[src/shared/acc_ph_pkg.sv]
// Constants shared by the product-high accumulator slice and its helpers.
// Assumes one processor clock domain and a 16-bit accumulator datapath.
package acc_ph_pkg;

   // ****************************************************************
   // Datapath and register-port widths
   // ****************************************************************
   localparam int DATA_W = 16;
   localparam int ADDR_W = 8;
   localparam int OPC_W  = 5;

   // ****************************************************************
   // Operation codes handled by this slice
   // ****************************************************************
   localparam logic [OPC_W-1:0] OP_XOR       = 5'h08;
   localparam logic [OPC_W-1:0] OP_OR        = 5'h09;
   localparam logic [OPC_W-1:0] OP_AND       = 5'h0a;
   localparam logic [OPC_W-1:0] OP_SHR       = 5'h0b;
   localparam logic [OPC_W-1:0] OP_SUB_PH    = 5'h0c;
   localparam logic [OPC_W-1:0] OP_ADD_PH    = 5'h0d;
   localparam logic [OPC_W-1:0] OP_MOV_PH    = 5'h0e;
   localparam logic [OPC_W-1:0] OP_SIGN_FILL = 5'h0f;
   localparam logic [OPC_W-1:0] OP_CMP       = 5'h10;

   // Logic unit selections
   localparam logic [1:0] LU_XOR = 2'h0;
   localparam logic [1:0] LU_OR  = 2'h1;
   localparam logic [1:0] LU_AND = 2'h2;
   localparam logic [1:0] LU_SHR = 2'h3;

   // ****************************************************************
   // Register map, field positions and reset values
   // ****************************************************************
   localparam logic [ADDR_W-1:0] ADDR_CTRL     = 8'h00;
   localparam logic [ADDR_W-1:0] ADDR_STATUS   = 8'h01;
   localparam logic [ADDR_W-1:0] ADDR_PH       = 8'h02;
   localparam logic [ADDR_W-1:0] ADDR_ACC_BASE = 8'h10;
   localparam logic [ADDR_W-1:0] ADDR_OFF_BASE = 8'h20;
   localparam int                SLOT_SPAN     = 16;

   localparam int CTRL_SXM_BIT = 0;
   localparam int ST_CARRY_BIT = 0;
   localparam int ST_ZERO_BIT  = 1;
   localparam int ST_SIGN_BIT  = 2;

   localparam logic [DATA_W-1:0] CTRL_RST = 16'h0000;
   localparam logic [DATA_W-1:0] PH_RST   = 16'h0000;
   localparam logic [DATA_W-1:0] ACC_RST  = 16'h0000;
   localparam logic              FLAG_RST = 1'b0;

   // ****************************************************************
   // Operation kinds after decode
   // ****************************************************************
   typedef enum logic [2:0] {
      K_NONE, K_LOGIC, K_SHR, K_SUB, K_ADD, K_MOV, K_FILL, K_CMP
   } op_kind_e;

endpackage

[src/hw/acc_adder.sv]
// Adder/subtractor for the accumulator slice.
// Assumes the caller chooses inversion and carry-in; purely combinational.
`timescale 1ns/1ps
module acc_adder #(
   parameter int W = 16
) (
   input  wire logic [W-1:0] a,
   input  wire logic [W-1:0] b,
   input  wire logic         invert_b,
   input  wire logic         carry_in,
   output logic      [W-1:0] sum,
   output logic              carry_out
);

   logic [W-1:0] b_eff;
   logic [W:0]   total;

   // Subtract is add of the complement; carry out means no borrow
   always_comb begin
      b_eff     = invert_b ? ~b : b;
      total     = {1'b0, a} + {1'b0, b_eff} + {{W{1'b0}}, carry_in};
      sum       = total[W-1:0];
      carry_out = total[W];
   end

endmodule

[src/hw/acc_logic_unit.sv]
// Bitwise logic and one-place right shift for the accumulator slice.
// Assumes operands settle in the same cycle; purely combinational.
`timescale 1ns/1ps
module acc_logic_unit
   import acc_ph_pkg::*;
#(
   parameter int W = 16
) (
   input  wire logic [W-1:0] a,
   input  wire logic [W-1:0] b,
   input  wire logic [1:0]   sel,
   input  wire logic         fill_bit,
   output logic      [W-1:0] result,
   output logic              shifted_out
);

   // Shift takes operand a only; b is ignored there
   always_comb begin
      shifted_out = a[0];
      case (sel)
         LU_XOR:  result = a ^ b;
         LU_OR:   result = a | b;
         LU_AND:  result = a & b;
         default: result = {fill_bit, a[W-1:1]};
      endcase
   end

endmodule

[src/hw/acc_ph_slice.sv]
// Accumulator slice for class 3 codes 01000..10011, with its own
// accumulator pairs, product-high register, control and status flags.
// Assumes the decoder gives one op_valid pulse per word, same clock.
//
// Function
// [RULE1] Code 01000: XOR accumulator with offset, write chosen destination, set status.
// [RULE2] Code 01001: OR accumulator with offset, write chosen destination, set status.
// [RULE3] Code 01010: AND accumulator with offset, write chosen destination, set status.
// [RULE4] Code 01011: shift source right one, top bit zero or sign per mode.
// [RULE5] Code 01100: source minus product-high, write destination, set status.
// [RULE6] String subtract from product-high uses the previous carry flag.
// [RULE7] Code 01101: source plus product-high, write destination, set status.
// [RULE8] String add with product-high includes the current carry flag.
// [RULE9] Code 01110: copy product-high into chosen destination, set status.
// [RULE10] String transfer chains zero result with the current zero flag.
// [RULE11] Code 01111: sign flag copied into all 16 destination bits.
// [RULE12] String sign fill pre-increments the accumulator index before writing.
// [RULE13] Code 10000: compare by subtraction, order set by swap bit, status only.
// [RULE14] Compare leaves both accumulators unchanged.
// [RULE15] String product-high ops and sign fill run once, keep carry/zero chain.
// [RULE16] Swap bit picks single operand and reverses two-operand order.
// [RULE17] Destination bit writes accumulator when 0, offset when 1.
// [RULE18] Codes 10001..10011 change neither accumulators nor status.
//
// The address-and-strobe port and the address map were chosen for this implementation.
`timescale 1ns/1ps
module acc_ph_slice
   import acc_ph_pkg::*;
#(
   parameter int ACC_COUNT = 16
) (
   input  wire logic                         mclk,
   input  wire logic                         rst,
   input  wire logic                         op_valid,
   input  wire logic [OPC_W-1:0]             class3_op_field,
   input  wire logic                         swap_sel,
   input  wire logic                         dest_sel,
   input  wire logic                         string_mode,
   input  wire logic [$clog2(ACC_COUNT)-1:0] acc_pointer_index,
   input  wire logic [ADDR_W-1:0]            reg_addr,
   input  wire logic [DATA_W-1:0]            reg_wdata,
   input  wire logic                         reg_wr,
   input  wire logic                         reg_rd,
   output logic      [DATA_W-1:0]            reg_rdata,
   output logic      [DATA_W-1:0]            result_word,
   output logic                              op_done,
   output logic                              carry_flag,
   output logic                              zero_flag,
   output logic                              sign_flag
);

   localparam int IDX_W = $clog2(ACC_COUNT);

   // ****************************************************************
   // Elaboration checks
   // ****************************************************************
   // Index wraps by bit width, and each bank has SLOT_SPAN bus slots
   if (ACC_COUNT < 2 || ACC_COUNT > SLOT_SPAN || (ACC_COUNT & (ACC_COUNT - 1)) != 0) begin : g_bad
      $error("ACC_COUNT must be a power of two from 2 to 16");
   end

   // ****************************************************************
   // Storage
   // ****************************************************************
   logic [DATA_W-1:0] acc_r [ACC_COUNT];
   logic [DATA_W-1:0] off_r [ACC_COUNT];
   logic [DATA_W-1:0] product_high_reg_r;
   logic              sign_extend_mode_r;
   logic              carry_flag_r;
   logic              zero_flag_r;
   logic              sign_flag_r;
   logic [DATA_W-1:0] result_r;
   logic [IDX_W-1:0]  wr_idx_r;
   logic              done_r;
   logic [DATA_W-1:0] rdata_r;

   // ****************************************************************
   // Decode
   // ****************************************************************
   op_kind_e          kind;
   logic [DATA_W-1:0] src_acc;
   logic [DATA_W-1:0] src_off;
   logic [DATA_W-1:0] src_main;
   logic [DATA_W-1:0] src_other;
   logic [IDX_W-1:0]  wr_idx;
   logic              chain;

   // Codes outside this slice fall to K_NONE, as do the reserved ones
   always_comb begin
      kind = K_NONE;
      if (op_valid) begin
         case (class3_op_field)
            OP_XOR, OP_OR, OP_AND: kind = K_LOGIC;
            OP_SHR:                kind = K_SHR;
            OP_SUB_PH:             kind = K_SUB;
            OP_ADD_PH:             kind = K_ADD;
            OP_MOV_PH:             kind = K_MOV;
            OP_SIGN_FILL:          kind = K_FILL;
            OP_CMP:                kind = K_CMP;
            default:               kind = K_NONE; // RULE18
         endcase
      end
   end

   // Operand selection by the swap bit
   always_comb begin
      src_acc   = acc_r[acc_pointer_index];
      src_off   = off_r[acc_pointer_index];
      src_main  = swap_sel ? src_off : src_acc; // RULE16
      src_other = swap_sel ? src_acc : src_off; // RULE16
   end

   // String chaining: one word only, carry and zero carried over
   assign chain  = string_mode &&
                   (kind == K_SUB || kind == K_ADD || kind == K_MOV || kind == K_FILL); // RULE15
   // Sign fill in string mode writes the next accumulator address
   assign wr_idx = (kind == K_FILL && string_mode) ?
                   acc_pointer_index + IDX_W'(1) : acc_pointer_index; // RULE12

   // ****************************************************************
   // Arithmetic and logic units
   // ****************************************************************
   logic [DATA_W-1:0] add_b;
   logic              add_inv;
   logic              add_cin;
   logic [DATA_W-1:0] add_sum;
   logic              add_cout;
   logic [1:0]        lu_sel;
   logic [DATA_W-1:0] lu_res;
   logic              lu_out_bit;

   // Compare subtracts the other accumulator, the rest use product-high
   always_comb begin
      add_b   = (kind == K_CMP) ? src_other : product_high_reg_r; // RULE13
      add_inv = (kind == K_SUB) || (kind == K_CMP);
      if (string_mode && (kind == K_SUB || kind == K_ADD)) begin
         add_cin = carry_flag_r; // RULE6 RULE8
      end else begin
         add_cin = add_inv;
      end
   end

   acc_adder #(
      .W (DATA_W)
   ) u_adder (
      .a         (src_main),
      .b         (add_b),
      .invert_b  (add_inv),
      .carry_in  (add_cin),
      .sum       (add_sum),
      .carry_out (add_cout)
   );

   assign lu_sel = (kind == K_SHR) ? LU_SHR : class3_op_field[1:0];

   acc_logic_unit #(
      .W (DATA_W)
   ) u_logic (
      .a           (src_main),
      .b           (src_other),
      .sel         (lu_sel),
      .fill_bit    (sign_extend_mode_r & src_main[DATA_W-1]), // RULE4
      .result      (lu_res),
      .shifted_out (lu_out_bit)
   );

   // ****************************************************************
   // Result and status next values
   // ****************************************************************
   logic [DATA_W-1:0] res_nxt;
   logic              writes;
   logic              carry_nxt;
   logic              zero_nxt;

   always_comb begin
      res_nxt   = add_sum;
      writes    = 1'b0;
      carry_nxt = carry_flag_r;
      case (kind)
         K_LOGIC: begin
            res_nxt = lu_res; // RULE1 RULE2 RULE3
            writes  = 1'b1;
         end
         K_SHR: begin
            res_nxt   = lu_res; // RULE4
            writes    = 1'b1;
            carry_nxt = lu_out_bit;
         end
         K_SUB, K_ADD: begin
            writes    = 1'b1; // RULE5 RULE7
            carry_nxt = add_cout;
         end
         K_MOV: begin
            res_nxt = product_high_reg_r; // RULE9
            writes  = 1'b1;
         end
         K_FILL: begin
            res_nxt = {DATA_W{sign_flag_r}}; // RULE11
            writes  = 1'b1;
         end
         K_CMP: begin
            carry_nxt = add_cout; // RULE14
         end
         default: begin
            res_nxt = result_r;
         end
      endcase
      // Chained words stay zero only if every word so far was zero
      zero_nxt = (res_nxt == '0) && (!chain || zero_flag_r); // RULE10 RULE15
   end

   // ****************************************************************
   // Accumulator banks
   // ****************************************************************
   // An op that writes a bank wins over a bus write in the same cycle
   always_ff @(posedge mclk or posedge rst) begin
      if (rst) begin
         for (int i = 0; i < ACC_COUNT; i++) begin
            acc_r[i] <= ACC_RST;
            off_r[i] <= ACC_RST;
         end
      end else if (writes) begin
         if (dest_sel) begin
            off_r[wr_idx] <= res_nxt; // RULE17
         end else begin
            acc_r[wr_idx] <= res_nxt; // RULE17
         end
      end else if (reg_wr) begin
         for (int i = 0; i < ACC_COUNT; i++) begin
            if (reg_addr == ADDR_ACC_BASE + ADDR_W'(i)) begin
               acc_r[i] <= reg_wdata;
            end else if (reg_addr == ADDR_OFF_BASE + ADDR_W'(i)) begin
               off_r[i] <= reg_wdata;
            end
         end
      end
   end

   // ****************************************************************
   // Status flags
   // ****************************************************************
   // Hardware update beats a software write to status in the same cycle
   always_ff @(posedge mclk or posedge rst) begin
      if (rst) begin
         carry_flag_r <= FLAG_RST;
         zero_flag_r  <= FLAG_RST;
         sign_flag_r  <= FLAG_RST;
      end else if (kind != K_NONE) begin
         carry_flag_r <= carry_nxt;
         zero_flag_r  <= zero_nxt;
         sign_flag_r  <= res_nxt[DATA_W-1];
      end else if (reg_wr && reg_addr == ADDR_STATUS) begin
         carry_flag_r <= reg_wdata[ST_CARRY_BIT];
         zero_flag_r  <= reg_wdata[ST_ZERO_BIT];
         sign_flag_r  <= reg_wdata[ST_SIGN_BIT];
      end
   end

   // Compare result lands here too, so software can see the difference
   always_ff @(posedge mclk or posedge rst) begin
      if (rst) begin
         result_r <= ACC_RST;
         wr_idx_r <= '0;
         done_r   <= 1'b0;
      end else begin
         done_r <= (kind != K_NONE);
         if (kind != K_NONE) begin
            result_r <= res_nxt;
            wr_idx_r <= wr_idx;
         end
      end
   end

   // ****************************************************************
   // Register port
   // ****************************************************************
   always_ff @(posedge mclk or posedge rst) begin
      if (rst) begin
         sign_extend_mode_r <= CTRL_RST[CTRL_SXM_BIT];
         product_high_reg_r <= PH_RST;
      end else if (reg_wr) begin
         if (reg_addr == ADDR_CTRL) begin
            sign_extend_mode_r <= reg_wdata[CTRL_SXM_BIT];
         end else if (reg_addr == ADDR_PH) begin
            product_high_reg_r <= reg_wdata;
         end
      end
   end

   // Read data stand for one cycle only; unmapped addresses read zero
   always_ff @(posedge mclk or posedge rst) begin
      if (rst) begin
         rdata_r <= '0;
      end else begin
         rdata_r <= '0;
         if (reg_rd) begin
            if (reg_addr == ADDR_CTRL) begin
               rdata_r[CTRL_SXM_BIT] <= sign_extend_mode_r;
            end else if (reg_addr == ADDR_STATUS) begin
               rdata_r[ST_CARRY_BIT] <= carry_flag_r;
               rdata_r[ST_ZERO_BIT]  <= zero_flag_r;
               rdata_r[ST_SIGN_BIT]  <= sign_flag_r;
            end else if (reg_addr == ADDR_PH) begin
               rdata_r <= product_high_reg_r;
            end else if (reg_addr >= ADDR_ACC_BASE &&
                         reg_addr < ADDR_ACC_BASE + ADDR_W'(ACC_COUNT)) begin
               rdata_r <= acc_r[reg_addr[IDX_W-1:0]];
            end else if (reg_addr >= ADDR_OFF_BASE &&
                         reg_addr < ADDR_OFF_BASE + ADDR_W'(ACC_COUNT)) begin
               rdata_r <= off_r[reg_addr[IDX_W-1:0]];
            end
         end
      end
   end

   assign reg_rdata   = rdata_r;
   assign result_word = result_r;
   assign op_done     = done_r;
   assign carry_flag  = carry_flag_r;
   assign zero_flag   = zero_flag_r;
   assign sign_flag   = sign_flag_r;
endmodule

[config.mk]
export PLATFORM = sky130hd
export DESIGN_NAME = acc_ph_slice
export DESIGN_NICKNAME = d
export VERILOG_FILES = /design/src/shared/acc_ph_pkg.sv /design/src/hw/acc_adder.sv /design/src/hw/acc_logic_unit.sv /design/src/hw/acc_ph_slice.sv
export SDC_FILE = /design/constraint.sdc
export NUM_CORES = 2
export LEC_CHECK = 0
export BUFFER_PORTS_ARGS = -buffer_cell sky130_fd_sc_hd__buf_4
export CORE_ASPECT_RATIO = 1.2
export CORE_MARGIN = 4
export CORE_UTILIZATION = 50
export CTS_CLUSTER_DIAMETER = 120
export DETAILED_ROUTE_END_ITERATION = 6
export HOLD_SLACK_MARGIN = 0.06
export PLACE_DENSITY = 0.66
export SLEW_MARGIN = 15
export SYNTH_ARGS = -nofsm -noshare
export SYNTH_HDL_FRONTEND = slang
export SYNTH_SLANG_ARGS = --single-unit
[constraint.sdc]
create_clock -name mclk -period 20.6 [get_ports mclk]
set_clock_uncertainty 0.05 [all_clocks]
set_input_delay 2.06 -clock mclk [delete_from_list [all_inputs] [get_ports mclk]]
set_output_delay 2.06 -clock mclk [all_outputs]
set_load 0.05 [all_outputs]
==> results_dict.tcl <==
set metrics [dict create \
    crit_chain "buf_4 -> buf_4 -> buf_4 -> mux4_2 -> mux2_2 -> mux4_2 -> o21ai_0 -> ha_1 -> a211oi_1 -> or2_2 -> a211o_1 -> a21boi_0 -> o221a_2 -> or3_1 -> nand3_1 -> nand2_1 -> a31oi_1" \
    reg2reg_slack_ps 14970 \
    areaGrowthSynthToFinish_pct 10.32 \
    grt_antenna_before_repair 4 \
    cts_made_buffers 56 \
    slew_viol_final 0 \
    r2r_start "acc_r[48]" \
    first_pass_iters 7 \
    failed_checks "design-rule violations" \
    tightest_slew_ps 1293 \
    finish.utilization 0.5593 \
    io_pins 77 \
    worstSetupStartpointType "input pin" \
    cp_num_buf_inv 3 \
    leakagePower_nw 15.40 \
    drt_iter0_drc 4225 \
    p_total_mw 3.497 \
    end_kind "flip-flop" \
    crit_fanout 54 \
    grt_first_pass_wirelength_mm 194.0 \
    track_usage 0.3676 \
    post-route-drc-count 3 \
    avgViaCountPerCell 7.144 \
    clk_pin_slew_ps 70 \
    min-delay-start "off_r[150]" \
    yosys_warnings 0 \
    hp-class "reg -> reg" \
    grt_max_degree 179 \
    synth_cell_types 81 \
    cts_tree "built" \
    synth_fp_nets 3359 \
    multi_input_area_um2 18350 \
    holdBufCountCts 0 \
    cts_root_buf "clkbuf_16" \
    crit_top_cell "buf_4" \
    synthArstFlopShare 1.000 \
    reg2reg_depth 14 \
    ant_nets 0 \
    setup_violations 0 \
    wl_mm 132.0 \
    hold_viol 0 \
    cap_violations 0 \
    cts_max_level 2 \
    design_area_um2 36900 \
    p_per_area_nw_per_um2 94.76 \
    dp_hpwl_mm 84.11 \
    worstPathRequired_ps 21100 \
    num_rows 103 \
    initial_core_util 0.5070 \
    crit_cells 17 \
    period_minus_slack_ps 8378 \
    synth-seq-cells 565 \
    yosysSeqAreaShare 0.4227 \
    synth-edff-count 0 \
    fin_crit_sh 0.4067 \
    rsz0062_at_grt "no" \
    wire_per_inst_um 32.04 \
    grt_pass1_vias 29653 \
    clock-sinks 565 \
    fillers 5539 \
    syn_area_per_cell_um2 10.25 \
    max_stage_delay_ps 840 \
    clk_path_buf_depth 3 \
    fmax_ghz 0.1194 \
    port_buffers 76 \
    via_count 29435 \
    ir_drop_v 0.00006649 \
    critPathKind "in -> reg" \
    cp.arrival_ps 8880 \
    whs_path_depth 2 \
    hold_path_end "off_r[150]" \
    cts_setup_buffers 0 \
    regArea_um2 14140 \
    slew_headroom 0.1356 \
    layout-drive-gt1-share 0.2100 \
    fin_tns_setup_ps 0 \
    pre_cts_ws_ps 11830 \
    cts_resized 0 \
    layout_setup_ws_ps 12220 \
    synth_area_um2 33450 \
    dieArea_um2 71120 \
    die_y_um 291.3 \
    die_x_um 244.1 \
    clk_latency_ps 640 \
    crit_family "buffers and inverters" \
    synth-main-ff-cell "dfrtp_1" \
    cp_slowest_cell "nand3_1" \
    routabilityCongestion 1.006 \
    status "complete, but fails checks" \
    grt.overflow.total 0 \
    dpl_cell_area_um2 34940 \
    layout.nets 3273 \
    synth_cells 3264 \
    core_area_um2 65980 \
    worstReg2RegEnd "zero_flag" \
]
[power breakdown]
part	switching, mW	leakage (nW)	total, mW	internal [mW]
Clock	0.475	0.937	1.10	0.620
Sequential	0.181	7.46	1.50	1.32
Combinational	0.494	7.00	0.904	0.410
Total	1.15	15.4	3.50	2.35
[worst max path at each step]
stage,startpoint,to,slack [ps]
detailed placement,acc_pointer_index[2],off_r[127],11830
CTS,acc_pointer_index[2],acc_r[223],12490
global route,acc_pointer_index[2],off_r[127],11980
global placement,acc_pointer_index[2],zero_flag,11950
floorplan,rst,acc_r[0],2690
finish,acc_pointer_index[2],acc_r[223],12220
[worst reg2reg max path: cells and delay by family, from the launching register on]
kind | cells | cell delay (ps)
muxes | 3 | 1350
adders and majority gates | 2 | 920
DFF | 1 | 420
AOI/OAI and AO/OA | 5 | 1720
and+or+nand+nor | 3 | 900
xor gates and xnor gates | 1 | 200
[stage by stage]
step / hold WS (ps) / std cells
2_1_floorplan: 408.2 / 3264
3_3_place_gp: 428.4 / 4011
3_5_place_dp: 437.2 / 4011
4_1_cts: 451.3 / 4115
5_1_grt: 475.5 / 4116
6_report: 451.0 / 4120
[Yosys cell counts, drive strengths merged, types with 6 or more instances]
cell type / count / share of area
a211oi: 12 / 0.0027
a21o: 8 / 0.0018
a21oi: 602 / 0.090
a221o: 7 / 0.0021
a221oi: 10 / 0.0026
a22oi: 23 / 0.0053
a31oi: 22 / 0.0043
and2: 21 / 0.0039
and3: 9 / 0.0017
buf: 91 / 0.014
clkbuf: 206 / 0.023
dfrtp: 565 / 0.42
ha: 52 / 0.019
inv: 43 / 0.0048
mux2: 67 / 0.023
mux2i: 22 / 0.0066
mux4: 299 / 0.20
nand2: 312 / 0.035
nand2b: 10 / 0.0019
nand3: 15 / 0.0022
nor2: 366 / 0.041
nor2b: 34 / 0.0064
nor3: 27 / 0.0040
nor3b: 6 / 0.0013
nor4: 6 / 0.0013
o211ai: 8 / 0.0018
o21a: 11 / 0.0025
o21ai: 288 / 0.043
o22ai: 26 / 0.0049
o32a: 7 / 0.0021
or2: 9 / 0.0017
xnor2: 6 / 0.0016
xor2: 6 / 0.0016
[routing by layer]
| layer | share of wire | track usage |
|---|---|---|
| met3 | 0.14 | 0.1197 |
| met2 | 0.43 | 0.5458 |
| met5 | 0.000083 | 0.01436 |
| met4 | 0.091 | 0.2551 |
| met1 | 0.34 | 0.4555 |
[cell families (layout without fill, tap and decap cells)]
logic type,count (synthesis),in the layout,share of synthesized area
XOR/XNOR,12,12,0.003142
flip-flops,565,565,0.4227
other,0,4,0
multiplexers,388,388,0.2309
AND/OR/NAND/NOR,842,842,0.1072
adder cells (fa/ha/maj),54,54,0.02065
buffers and inverters,341,301,0.04227
AO/OA/AOI/OAI,1062,1062,0.1732
[cell type report]
type / instances / area share
multi-input cells: 2358 / 0.4972
clock buffers: 83 / 0.04479
flip-flops and latches: 565 / 0.3831
repair buffers: 153 / 0.03191
well taps: 892 / 0.03024
clock inverters: 21 / 0.007798
inverters: 44 / 0.004679
diodes: 4 / 0.0002713
[placed cells by master, fill, tap and decap left out, types with 6 or more instances in the layout]
cell / n
nand2b_1: 10
nor3_1: 27
a21oi_1: 597
nor2_1: 349
clkbuf_8: 17
clkbuf_16: 56
o21ai_0: 270
and3_1: 9
nand3_1: 15
buf_4: 148
a211oi_1: 10
a221oi_1: 10
and2_1: 20
a31oi_1: 20
or2_2: 9
clkbuf_1: 12
nand2_1: 311
dfrtp_1: 565
ha_1: 52
a22oi_1: 22
o22ai_1: 21
nor2b_1: 34
a221o_1: 7
xor2_1: 6
o211ai_1: 8
mux2_2: 66
nor2_4: 14
a21o_1: 8
o32a_1: 7
inv_1: 41
mux4_2: 296
o21a_1: 11
mux2i_1: 22
o21ai_4: 11
xnor2_1: 6
[registers in the layout (all words and copies together), names as in the netlist]
register	cells
product_high_reg_r	16
off_r	256
carry_flag	1
op_done	1
sign_extend_mode_r	1
result_word	16
sign_flag	1
acc_r	256
reg_rdata	16
zero_flag	1
Power figures use the tool's default switching activity.
